$ cat src/stl_defines.svh
`ifndef STL_DEFINES_SVH
`define STL_DEFINES_SVH
// ==========================================================
// Limit settings, percent of rated torque
`define STL_LIMIT_MAX      10'h320
`define STL_INT_LIMIT_RST  10'h320
`define STL_EXT_LIMIT_RST  10'h064
// ==========================================================
// Pin allocation field: two nibbles, value 0 means unassigned
`define STL_ALLOC_FWD_LSB  0
`define STL_ALLOC_REV_LSB  4
`define STL_ALLOC_OFF      4'h0
`endif

$ cat src/stl_pkg.sv
// ==========================================================
// Shared types
package stl_pkg;
  typedef logic [9:0] stl_pct_t;
  typedef logic [15:0] stl_trq_t;
  typedef enum logic [1:0] {
    STL_LIM_NONE = 2'b00,
    STL_LIM_INT  = 2'b01,
    STL_LIM_EXT  = 2'b10,
    STL_LIM_CMD  = 2'b11
  } stl_src_e;
endpackage

$ cat src/stl_if.sv
`timescale 1ns/1ps
`default_nettype none
// ==========================================================
// Carrier between top and per-direction limit chooser
interface stl_if;
  stl_pkg::stl_pct_t int_lim;
  stl_pkg::stl_pct_t ext_lim;
  stl_pkg::stl_pct_t cmd_lim;
  logic              ext_on;
  logic              cmd_on;
  stl_pkg::stl_pct_t motor_max;
  stl_pkg::stl_pct_t result;
  modport top (output int_lim, ext_lim, cmd_lim, ext_on, cmd_on, motor_max, input result);
  modport sel (input int_lim, ext_lim, cmd_lim, ext_on, cmd_on, motor_max, output result);
endinterface
`default_nettype wire

$ cat src/stl_dir_select.sv
`timescale 1ns/1ps
`default_nettype none
`include "stl_defines.svh"
// ==========================================================
// Combinational minimum of active sources, then motor clamp
module stl_dir_select (
  stl_if.sel s
);
  stl_pkg::stl_pct_t m1;  // Internal vs external
  stl_pkg::stl_pct_t m2;  // With command value
  always_comb begin
    // Internal is always a candidate
    m1 = s.int_lim;
    if (s.ext_on && s.ext_lim < s.int_lim) begin
      m1 = s.ext_lim;
    end
    m2 = m1;
    if (s.cmd_on && s.cmd_lim < m1) begin
      m2 = s.cmd_lim;
    end
  end
  // Motor maximum caps everything
  assign s.result = (m2 > s.motor_max) ? s.motor_max : m2;
endmodule
`default_nettype wire

$ cat src/stl_top.sv
`timescale 1ns/1ps
`default_nettype none
`include "stl_defines.svh"
// ==========================================================
// Torque limit selector: registers settings, syncs pins,
// picks per-direction limit and clamps signed torque
module stl_top (
  // Clock and reset
  input  wire logic              CLK_I,
  input  wire logic              RST_I,
  // Setting writes, percent; one strobe per setting
  input  wire logic              INT_FWD_WE_I,
  input  wire logic              INT_REV_WE_I,
  input  wire logic              EXT_FWD_WE_I,
  input  wire logic              EXT_REV_WE_I,
  input  wire logic [9:0]        LIMIT_WDATA_I,
  input  wire logic [7:0]        INPUT_PIN_ALLOCATION_I,
  // Motor capability, percent of rated
  input  wire logic [9:0]        MOTOR_MAX_I,
  // Discrete pins from host, high = contact closed
  input  wire logic              FWD_LIMIT_REQUEST_IN_I,
  input  wire logic              REV_LIMIT_REQUEST_IN_I,
  // Network command sources
  input  wire logic [9:0]        COMMAND_TORQUE_LIMIT_VALUE_I,
  input  wire logic              COMMAND_TORQUE_LIMIT_EN_I,
  input  wire logic              CMD_FWD_LIMIT_BIT_I,
  input  wire logic              CMD_REV_LIMIT_BIT_I,
  // Torque path, signed, 1 LSB = 1 percent of rated
  input  wire logic signed [15:0] TORQUE_REF_I,
  output logic signed [15:0]      TORQUE_OUT_O,
  // Status
  output logic [9:0]             FWD_LIMIT_O,
  output logic [9:0]             REV_LIMIT_O,
  output logic [9:0]             INTERNAL_FWD_TORQUE_LIMIT_O,
  output logic [9:0]             INTERNAL_REV_TORQUE_LIMIT_O,
  output logic [9:0]             EXTERNAL_FWD_TORQUE_LIMIT_O,
  output logic [9:0]             EXTERNAL_REV_TORQUE_LIMIT_O
);
  // ========================================================
  // Settings
  stl_pkg::stl_pct_t internal_fwd_torque_limit;  // Stored internal fwd
  stl_pkg::stl_pct_t internal_rev_torque_limit;  // Stored internal rev
  stl_pkg::stl_pct_t external_fwd_torque_limit;  // Stored external fwd
  stl_pkg::stl_pct_t external_rev_torque_limit;  // Stored external rev
  stl_pkg::stl_pct_t wdata_sat;                  // Write data held in range
  // Out-of-range writes saturate rather than wrap, safer for the machine
  assign wdata_sat = (LIMIT_WDATA_I > `STL_LIMIT_MAX) ? `STL_LIMIT_MAX : LIMIT_WDATA_I;
  // Each setting takes effect the cycle after its strobe
  always_ff @(posedge CLK_I or posedge RST_I) begin
    if (RST_I) begin
      internal_fwd_torque_limit <= `STL_INT_LIMIT_RST;
      internal_rev_torque_limit <= `STL_INT_LIMIT_RST;
      external_fwd_torque_limit <= `STL_EXT_LIMIT_RST;
      external_rev_torque_limit <= `STL_EXT_LIMIT_RST;
    end else begin
      if (INT_FWD_WE_I) internal_fwd_torque_limit <= wdata_sat;
      if (INT_REV_WE_I) internal_rev_torque_limit <= wdata_sat;
      if (EXT_FWD_WE_I) external_fwd_torque_limit <= wdata_sat;
      if (EXT_REV_WE_I) external_rev_torque_limit <= wdata_sat;
    end
  end
  // ========================================================
  // Pin synchronisers; first stage read only by second
  logic [1:0] req_meta;  // Stage one
  logic [1:0] req_sync;  // Stage two
  always_ff @(posedge CLK_I or posedge RST_I) begin
    if (RST_I) begin
      req_meta <= 2'h0;
      req_sync <= 2'h0;
    end else begin
      req_meta <= {REV_LIMIT_REQUEST_IN_I, FWD_LIMIT_REQUEST_IN_I};
      req_sync <= req_meta;
    end
  end
  // Unallocated request is ignored regardless of pin level
  logic fwd_alloc;  // Forward request has a pin
  logic rev_alloc;  // Reverse request has a pin
  assign fwd_alloc = INPUT_PIN_ALLOCATION_I[`STL_ALLOC_FWD_LSB +: 4] != `STL_ALLOC_OFF;
  assign rev_alloc = INPUT_PIN_ALLOCATION_I[`STL_ALLOC_REV_LSB +: 4] != `STL_ALLOC_OFF;
  // ========================================================
  // Per-direction selection
  // One carrier per direction keeps both choosers identical
  stl_if fwd_if ();
  stl_if rev_if ();
  assign fwd_if.int_lim   = internal_fwd_torque_limit;
  assign fwd_if.ext_lim   = external_fwd_torque_limit;
  assign fwd_if.cmd_lim   = COMMAND_TORQUE_LIMIT_VALUE_I;
  assign fwd_if.ext_on    = req_sync[0] & fwd_alloc;
  assign fwd_if.cmd_on    = COMMAND_TORQUE_LIMIT_EN_I | CMD_FWD_LIMIT_BIT_I;
  assign fwd_if.motor_max = MOTOR_MAX_I;
  assign rev_if.int_lim   = internal_rev_torque_limit;
  assign rev_if.ext_lim   = external_rev_torque_limit;
  assign rev_if.cmd_lim   = COMMAND_TORQUE_LIMIT_VALUE_I;
  assign rev_if.ext_on    = req_sync[1] & rev_alloc;
  assign rev_if.cmd_on    = COMMAND_TORQUE_LIMIT_EN_I | CMD_REV_LIMIT_BIT_I;
  assign rev_if.motor_max = MOTOR_MAX_I;
  // Bit command with no value given limits via the same value input
  stl_dir_select u_fwd (
    .s (fwd_if.sel)
  );
  stl_dir_select u_rev (
    .s (rev_if.sel)
  );
  // ========================================================
  // Output clamp, registered
  logic signed [15:0] fwd_s;  // Positive ceiling
  logic signed [15:0] rev_s;  // Negative floor
  logic signed [15:0] next_torque;
  assign fwd_s = $signed({6'h00, fwd_if.result});
  assign rev_s = -$signed({6'h00, rev_if.result});
  always_comb begin
    next_torque = TORQUE_REF_I;
    if (TORQUE_REF_I > fwd_s) begin
      next_torque = fwd_s;
    end else if (TORQUE_REF_I < rev_s) begin
      next_torque = rev_s;
    end
  end
  // Status and torque registered: one cycle latency
  always_ff @(posedge CLK_I or posedge RST_I) begin
    if (RST_I) begin
      TORQUE_OUT_O <= 16'sh0000;
      FWD_LIMIT_O  <= 10'h000;
      REV_LIMIT_O  <= 10'h000;
    end else begin
      TORQUE_OUT_O <= next_torque;
      FWD_LIMIT_O  <= fwd_if.result;
      REV_LIMIT_O  <= rev_if.result;
    end
  end
  // Stored settings mirrored straight out, no added latency
  // Host can read back a saturated write at once
  assign INTERNAL_FWD_TORQUE_LIMIT_O = internal_fwd_torque_limit;
  assign INTERNAL_REV_TORQUE_LIMIT_O = internal_rev_torque_limit;
  assign EXTERNAL_FWD_TORQUE_LIMIT_O = external_fwd_torque_limit;
  assign EXTERNAL_REV_TORQUE_LIMIT_O = external_rev_torque_limit;
  // ========================================================
  // Assertions
  property p_int_bound;
    @(posedge CLK_I) disable iff (RST_I) FWD_LIMIT_O <= $past(internal_fwd_torque_limit);
  endproperty
  a_int_bound: assert property (p_int_bound) else $error("fwd above internal");
  property p_range;
    @(posedge CLK_I) disable iff (RST_I) internal_rev_torque_limit <= 10'h320;
  endproperty
  a_range: assert property (p_range) else $error("setting out of range");
  property p_motor;
    @(posedge CLK_I) disable iff (RST_I) ##1 REV_LIMIT_O <= $past(MOTOR_MAX_I);
  endproperty
  a_motor: assert property (p_motor) else $error("rev above motor max");
  property p_ext_fwd;
    @(posedge CLK_I) disable iff (RST_I)
      (fwd_if.ext_on && !fwd_if.cmd_on && external_fwd_torque_limit < internal_fwd_torque_limit
       && external_fwd_torque_limit <= MOTOR_MAX_I) |=> FWD_LIMIT_O == $past(external_fwd_torque_limit);
  endproperty
  a_ext_fwd: assert property (p_ext_fwd) else $error("fwd external not applied");
  property p_noext_fwd;
    @(posedge CLK_I) disable iff (RST_I)
      (!fwd_if.ext_on && !fwd_if.cmd_on && internal_fwd_torque_limit <= MOTOR_MAX_I)
      |=> FWD_LIMIT_O == $past(internal_fwd_torque_limit);
  endproperty
  a_noext_fwd: assert property (p_noext_fwd) else $error("fwd not internal");
  property p_ext_rev;
    @(posedge CLK_I) disable iff (RST_I)
      (rev_if.ext_on && !rev_if.cmd_on && external_rev_torque_limit < internal_rev_torque_limit
       && external_rev_torque_limit <= MOTOR_MAX_I) |=> REV_LIMIT_O == $past(external_rev_torque_limit);
  endproperty
  a_ext_rev: assert property (p_ext_rev) else $error("rev external not applied");
  property p_noext_rev;
    @(posedge CLK_I) disable iff (RST_I)
      (!rev_if.ext_on && !rev_if.cmd_on && internal_rev_torque_limit <= MOTOR_MAX_I)
      |=> REV_LIMIT_O == $past(internal_rev_torque_limit);
  endproperty
  a_noext_rev: assert property (p_noext_rev) else $error("rev not internal");
  property p_alloc;
    @(posedge CLK_I) disable iff (RST_I) !fwd_alloc |-> !fwd_if.ext_on;
  endproperty
  a_alloc: assert property (p_alloc) else $error("unallocated request used");
  property p_cmd;
    @(posedge CLK_I) disable iff (RST_I)
      fwd_if.cmd_on |=> FWD_LIMIT_O <= $past(COMMAND_TORQUE_LIMIT_VALUE_I);
  endproperty
  a_cmd: assert property (p_cmd) else $error("command limit ignored");
  property p_clamp;
    @(posedge CLK_I) disable iff (RST_I)
      ##1 (TORQUE_OUT_O <= $signed({6'h00, FWD_LIMIT_O})) && (TORQUE_OUT_O >= -$signed({6'h00, REV_LIMIT_O}));
  endproperty
  a_clamp: assert property (p_clamp) else $error("torque outside limits");
  // ========================================================
  // Per-direction, storage and clamp checks
  // Reverse limit never above stored internal reverse
  property p_int_bound_rev;
    @(posedge CLK_I) disable iff (RST_I) REV_LIMIT_O <= $past(internal_rev_torque_limit);
  endproperty
  a_int_bound_rev: assert property (p_int_bound_rev) else $error("rev above internal");
  // Forward limit never above motor maximum
  property p_motor_fwd;
    @(posedge CLK_I) disable iff (RST_I) ##1 FWD_LIMIT_O <= $past(MOTOR_MAX_I);
  endproperty
  a_motor_fwd: assert property (p_motor_fwd) else $error("fwd above motor max");
  // Stored internal forward stays in range
  property p_range_fwd;
    @(posedge CLK_I) disable iff (RST_I) internal_fwd_torque_limit <= `STL_LIMIT_MAX;
  endproperty
  a_range_fwd: assert property (p_range_fwd) else $error("int fwd out of range");
  // Stored external forward stays in range
  property p_range_ext_fwd;
    @(posedge CLK_I) disable iff (RST_I) external_fwd_torque_limit <= `STL_LIMIT_MAX;
  endproperty
  a_range_ext_fwd: assert property (p_range_ext_fwd) else $error("ext fwd out of range");
  // Stored external reverse stays in range
  property p_range_ext_rev;
    @(posedge CLK_I) disable iff (RST_I) external_rev_torque_limit <= `STL_LIMIT_MAX;
  endproperty
  a_range_ext_rev: assert property (p_range_ext_rev) else $error("ext rev out of range");
  // A strobe stores the saturated data next cycle
  property p_wr_int_fwd;
    @(posedge CLK_I) disable iff (RST_I) INT_FWD_WE_I |=> internal_fwd_torque_limit == $past(wdata_sat);
  endproperty
  a_wr_int_fwd: assert property (p_wr_int_fwd) else $error("int fwd write lost");
  // Internal reverse write takes effect the next cycle
  property p_wr_int_rev;
    @(posedge CLK_I) disable iff (RST_I) INT_REV_WE_I |=> internal_rev_torque_limit == $past(wdata_sat);
  endproperty
  a_wr_int_rev: assert property (p_wr_int_rev) else $error("int rev write lost");
  // External forward write takes effect the next cycle
  property p_wr_ext_fwd;
    @(posedge CLK_I) disable iff (RST_I) EXT_FWD_WE_I |=> external_fwd_torque_limit == $past(wdata_sat);
  endproperty
  a_wr_ext_fwd: assert property (p_wr_ext_fwd) else $error("ext fwd write lost");
  // External reverse write takes effect the next cycle
  property p_wr_ext_rev;
    @(posedge CLK_I) disable iff (RST_I) EXT_REV_WE_I |=> external_rev_torque_limit == $past(wdata_sat);
  endproperty
  a_wr_ext_rev: assert property (p_wr_ext_rev) else $error("ext rev write lost");
  // Unallocated reverse request is ignored
  property p_alloc_rev;
    @(posedge CLK_I) disable iff (RST_I) !rev_alloc |-> !rev_if.ext_on;
  endproperty
  a_alloc_rev: assert property (p_alloc_rev) else $error("unallocated rev request used");
  // Second synchroniser stage follows the first by one cycle
  property p_sync;
    @(posedge CLK_I) disable iff (RST_I) ##1 req_sync == $past(req_meta);
  endproperty
  a_sync: assert property (p_sync) else $error("request sync skipped a stage");
  // Command value bounds reverse when active
  property p_cmd_rev;
    @(posedge CLK_I) disable iff (RST_I) rev_if.cmd_on |=> REV_LIMIT_O <= $past(COMMAND_TORQUE_LIMIT_VALUE_I);
  endproperty
  a_cmd_rev: assert property (p_cmd_rev) else $error("rev command limit ignored");
  // Forward bit alone applies the command value forward
  property p_bit_fwd;
    @(posedge CLK_I) disable iff (RST_I) CMD_FWD_LIMIT_BIT_I |=> FWD_LIMIT_O <= $past(COMMAND_TORQUE_LIMIT_VALUE_I);
  endproperty
  a_bit_fwd: assert property (p_bit_fwd) else $error("fwd command bit ignored");
  // Reverse bit alone applies the command value reverse
  property p_bit_rev;
    @(posedge CLK_I) disable iff (RST_I) CMD_REV_LIMIT_BIT_I |=> REV_LIMIT_O <= $past(COMMAND_TORQUE_LIMIT_VALUE_I);
  endproperty
  a_bit_rev: assert property (p_bit_rev) else $error("rev command bit ignored");
  // Active forward request bounds by the external setting
  property p_ext_bound_fwd;
    @(posedge CLK_I) disable iff (RST_I) fwd_if.ext_on |=> FWD_LIMIT_O <= $past(external_fwd_torque_limit);
  endproperty
  a_ext_bound_fwd: assert property (p_ext_bound_fwd) else $error("fwd above external");
  // Active reverse request bounds by the external setting
  property p_ext_bound_rev;
    @(posedge CLK_I) disable iff (RST_I) rev_if.ext_on |=> REV_LIMIT_O <= $past(external_rev_torque_limit);
  endproperty
  a_ext_bound_rev: assert property (p_ext_bound_rev) else $error("rev above external");
  // Reference inside both limits passes unchanged
  property p_pass;
    @(posedge CLK_I) disable iff (RST_I) (TORQUE_REF_I <= fwd_s && TORQUE_REF_I >= rev_s) |=> TORQUE_OUT_O == $past(TORQUE_REF_I);
  endproperty
  a_pass: assert property (p_pass) else $error("torque altered inside limits");
  // Positive excess is cut to the forward limit
  property p_pos_cap;
    @(posedge CLK_I) disable iff (RST_I) (TORQUE_REF_I > fwd_s) |=> TORQUE_OUT_O == $past(fwd_s);
  endproperty
  a_pos_cap: assert property (p_pos_cap) else $error("positive torque not capped");
  // Negative excess is cut to the reverse limit
  property p_neg_cap;
    @(posedge CLK_I) disable iff (RST_I) (TORQUE_REF_I < rev_s) |=> TORQUE_OUT_O == $past(rev_s);
  endproperty
  a_neg_cap: assert property (p_neg_cap) else $error("negative torque not capped");
  // Smallest command value wins forward
  property p_cmd_wins_fwd;
    @(posedge CLK_I) disable iff (RST_I) (fwd_if.cmd_on && fwd_if.cmd_lim <= fwd_if.int_lim && fwd_if.cmd_lim <= MOTOR_MAX_I
      && (!fwd_if.ext_on || fwd_if.cmd_lim <= fwd_if.ext_lim)) |=> FWD_LIMIT_O == $past(fwd_if.cmd_lim);
  endproperty
  a_cmd_wins_fwd: assert property (p_cmd_wins_fwd) else $error("fwd smallest not chosen");
  // Smallest command value wins reverse
  property p_cmd_wins_rev;
    @(posedge CLK_I) disable iff (RST_I) (rev_if.cmd_on && rev_if.cmd_lim <= rev_if.int_lim && rev_if.cmd_lim <= MOTOR_MAX_I
      && (!rev_if.ext_on || rev_if.cmd_lim <= rev_if.ext_lim)) |=> REV_LIMIT_O == $past(rev_if.cmd_lim);
  endproperty
  a_cmd_wins_rev: assert property (p_cmd_wins_rev) else $error("rev smallest not chosen");
  c_ext_fwd: cover property (@(posedge CLK_I) disable iff (RST_I) fwd_if.ext_on ##1 !fwd_if.ext_on);
  c_clamp_pos: cover property (@(posedge CLK_I) disable iff (RST_I) TORQUE_REF_I > fwd_s);
  c_clamp_neg: cover property (@(posedge CLK_I) disable iff (RST_I) TORQUE_REF_I < rev_s);
  c_cmd: cover property (@(posedge CLK_I) disable iff (RST_I) rev_if.cmd_on);
endmodule
`default_nettype wire

$ cat config.mk
export PLATFORM = sky130hd
export DESIGN_NAME = stl_top
export DESIGN_NICKNAME = d
export VERILOG_FILES = /design/src/stl_pkg.sv /design/src/stl_if.sv /design/src/stl_dir_select.sv /design/src/stl_top.sv
export VERILOG_INCLUDE_DIRS = /design/src
export SDC_FILE = /design/constraint.sdc
export NUM_CORES = 1
export LEC_CHECK = 0
export ABC_AREA = 1
export BUFFER_PORTS_ARGS = -buffer_cell sky130_fd_sc_hd__buf_2
export CAP_MARGIN = 25
export CORE_ASPECT_RATIO = 1.5
export CORE_MARGIN = 3
export CORE_UTILIZATION = 30
export CTS_BUF_LIST = sky130_fd_sc_hd__clkbuf_16
export CTS_CLUSTER_DIAMETER = 100
export DETAILED_ROUTE_END_ITERATION = 16
export PLACE_DENSITY_LB_ADDON = 0.08
export REMOVE_ABC_BUFFERS = 1
export SKIP_CTS_REPAIR_TIMING = 1
export SLEW_MARGIN = 25
export SYNTH_ARGS = -nofsm -noshare
export SYNTH_HDL_FRONTEND = slang
export SYNTH_SLANG_ARGS = --single-unit
$ cat constraint.sdc
create_clock -name CLK_I -period 7.2 [get_ports CLK_I]
set_input_delay 0.72 -clock CLK_I [delete_from_list [all_inputs] [get_ports CLK_I]]
set_output_delay 0.72 -clock CLK_I [all_outputs]
set_load 0.1 [all_outputs]
==> run metrics <==
kind of end point of the critical path flip-flop; clk_lat worst skew 0.35 ns; row count 62; Setup Skew 0.01252 ns; clock tree from TritonCTS done; post-synth top area share 28.29%; cell mode on critical path nand2_1; area leader, netlist dfrtp_1; ANT nets after route 0; most common cell after layout, fill and taps aside nand2_1; crit path DAT 6.96 ns; vias in the first global route 5624; vias per inst 4.615; # clock sinks 80; Async SR Flop Fraction 100.0%; Crit-path slowest cell dfstp_2; fin. max-slew vios 0; DRT iter0 DRCs 159; Yosys reg bits 80; startpoint class of the critical path flip-flop; Critical Path Fanout Max 10; Synth Area in XOR/XNOR 0.8529%; IO Pins around 140; GRT overflow 0; Hold Path Stages 0; fin crit share 92.61%; area share of and/or/nand/nor cells after synthesis roughly a quarter; layout net count 1088; Slew Limit Headroom 50.23%; r2r worst-path depth 43; Peak supply drop between 0.1 and 0.15 mV; full die area 0.02182 mm^2; worst-margin pin slew 0.7465 ns; Pwr Total about 2.7 mW; wire length per cell after detailed routing 15.96 um; Port-buffer cells 140; drt first pass iters 5; layout cells sized above 1 between 30% and 40%; area occupied by multi-input gates between 0.003 and 0.004 mm^2; mux contribution to synthesized area 0%; final WL 19.18 mm; most frequent cells in the layout 184 x nand2_1, 140 x buf_2, 104 x inv_1; Max-Cap Viols 0; FF/Latch Area just over 0.002 mm^2; pin count of the biggest net entering global routing 81; Syn Area/Cell 7.801 um^2; Worst path depth 43; H-tree lvl count 3; post-route cell area 0.007697 mm^2; Worst EP required between 7 and 8 ns; Worst-path clk slew 0.07 ns; Top FF cell, synth dfrtp_1; Vias between 5k and 6k; Fillers 2126; setup violators final 0; Cells after Synth ~770; HPWL after detailed placement between 15 and 20 mm; largest family of logic cells by synthesized area simple AND/OR/NAND/NOR gates; worst min path class reg2reg; status completed; first-pass GRT wire length 29.77 mm; mapped cell area 0.006015 mm^2; pwr dens 355.2 mW/mm^2; Leak a little over 4 nW; Ys Warns 0; Largest stage delay, worst path 0.54 ns; antenna cells 0; post-synthesis sequential area ratio 33.53%; initial core utilization a little under a third; Synth-to-Final Area Change 27.98%; Die X 121.6 um; Routability Congestion 0.8497; Distinct cells, synth 50; crit path kind reg2reg; initial antenna violation count 0; WP buf/inv 7; Post-Synth Adder-Cell Area 17.06%; cell family with most CP delay simple AND/OR/NAND/NOR gates; Synth Area in Compound Gates 15.12%; Num CTS Buffers 9; Final Hold Fails 0; Global Route Usage Sum ~18%; Area after DPL roughly 0.007 mm^2; core area 0.01939 mm^2; DRC errors left 0; crit path time final 6.668 ns; EDFF count, synth 0; Peak Freq around 150 MHz; root buf cell clkbuf_16; Die Ht 179.4 um; clk buf depth 2; main area contributors after synthesis dfrtp_1 28%, ha_1 17%, nand2_1 12%
## worst paths after layout
path,start,end,slack [ns]
setup reg to reg,INTERNAL_REV_TORQUE_LIMIT_O[5],TORQUE_OUT_O[1],0.53
hold / removal,req_meta[0],req_sync[0],0.35
max in group asynchronous,RST_I,INTERNAL_FWD_TORQUE_LIMIT_O[0],6.12
hold reg to reg,req_meta[0],req_sync[0],0.35
min in group asynchronous,RST_I,REV_LIMIT_O[1],0.56
setup / recovery,INTERNAL_REV_TORQUE_LIMIT_O[5],TORQUE_OUT_O[1],0.53
## per-stage QoR
step	util (%)	setup TNS [ns]	setup slack, ns	cells	hold WS [ns]
final	39.69	0	0.5321	1202	0.3494
after global routing	39.69	-0.1604	-0.02988	1202	0.3676
after CTS	37.57	-4.060	-0.3237	1177	0.3506
after detailed placement	36.19	-3.330	-0.2759	1161	0.3347
after global placement	36.17	-3.438	-0.2880	1161	0.3352
after floorplan	-	-1.461	-0.1317	756	0.3312
## metal layers
metal	track usage [%]	wire length, um	vias to the layer above
li1	-	-	2884
met1	18.93	7174	2516
met2	33.84	10730	128
met3	3.679	877	19
met4	5.204	394	0
met5	0	0	-
## layout make-up
type                       count  share of cell area (%)
clock buffer                   9                   2.926
clock inverter                 7                  0.5527
inverter                     111                   5.527
multi-input combinational    567                   48.15
sequential                    80                   26.20
tap                          256                   4.161
timing repair buffer         171                   12.39
timing repair inverter         1                 0.09753
## worst register-to-register path, delay by kind of cell, from the launching register on
family	cells	cell delay [ns]
flops	1	0.54
simple gates	23	2.78
compound gates	9	1.28
buf+inv	7	0.88
fa+ha+maj	4	1.11
## state kept, by name, indices dropped and copies added (netlist names)
signal	cells
TORQUE_OUT_O	16
EXTERNAL_FWD_TORQUE_LIMIT_O	10
EXTERNAL_REV_TORQUE_LIMIT_O	10
FWD_LIMIT_O	10
INTERNAL_FWD_TORQUE_LIMIT_O	10
INTERNAL_REV_TORQUE_LIMIT_O	10
REV_LIMIT_O	10
req_meta	2
req_sync	2
## cell usage after synthesis, drive strengths merged, types with 2 or more instances
master and count:
a211oi 3, xnor2 2, and2 2, clkbuf 5
ha 82, nand4 6, buf 10, nand3 53
xor2 3, a21oi 34, o21a 6, nor2 49
or4 3, inv 110, a31oi 2, nor3 4
o21ai 100, nand2 201, dfstp 12, or2 6
o2111ai 3, dfrtp 68
## kinds of logic after synthesis
group | Yosys count
and+or+nand+nor | 326
AOI/OAI and AO/OA | 152
buffers and inverters | 126
adders and majority gates | 82
DFF | 80
xor gates and xnor gates | 5
## report_power, final
part	internal (mW)	switching [mW]
logic	0.420	1.30
registers	0.548	0.0409
clock network	0.231	0.195
(Power assumes the default switching activity.)
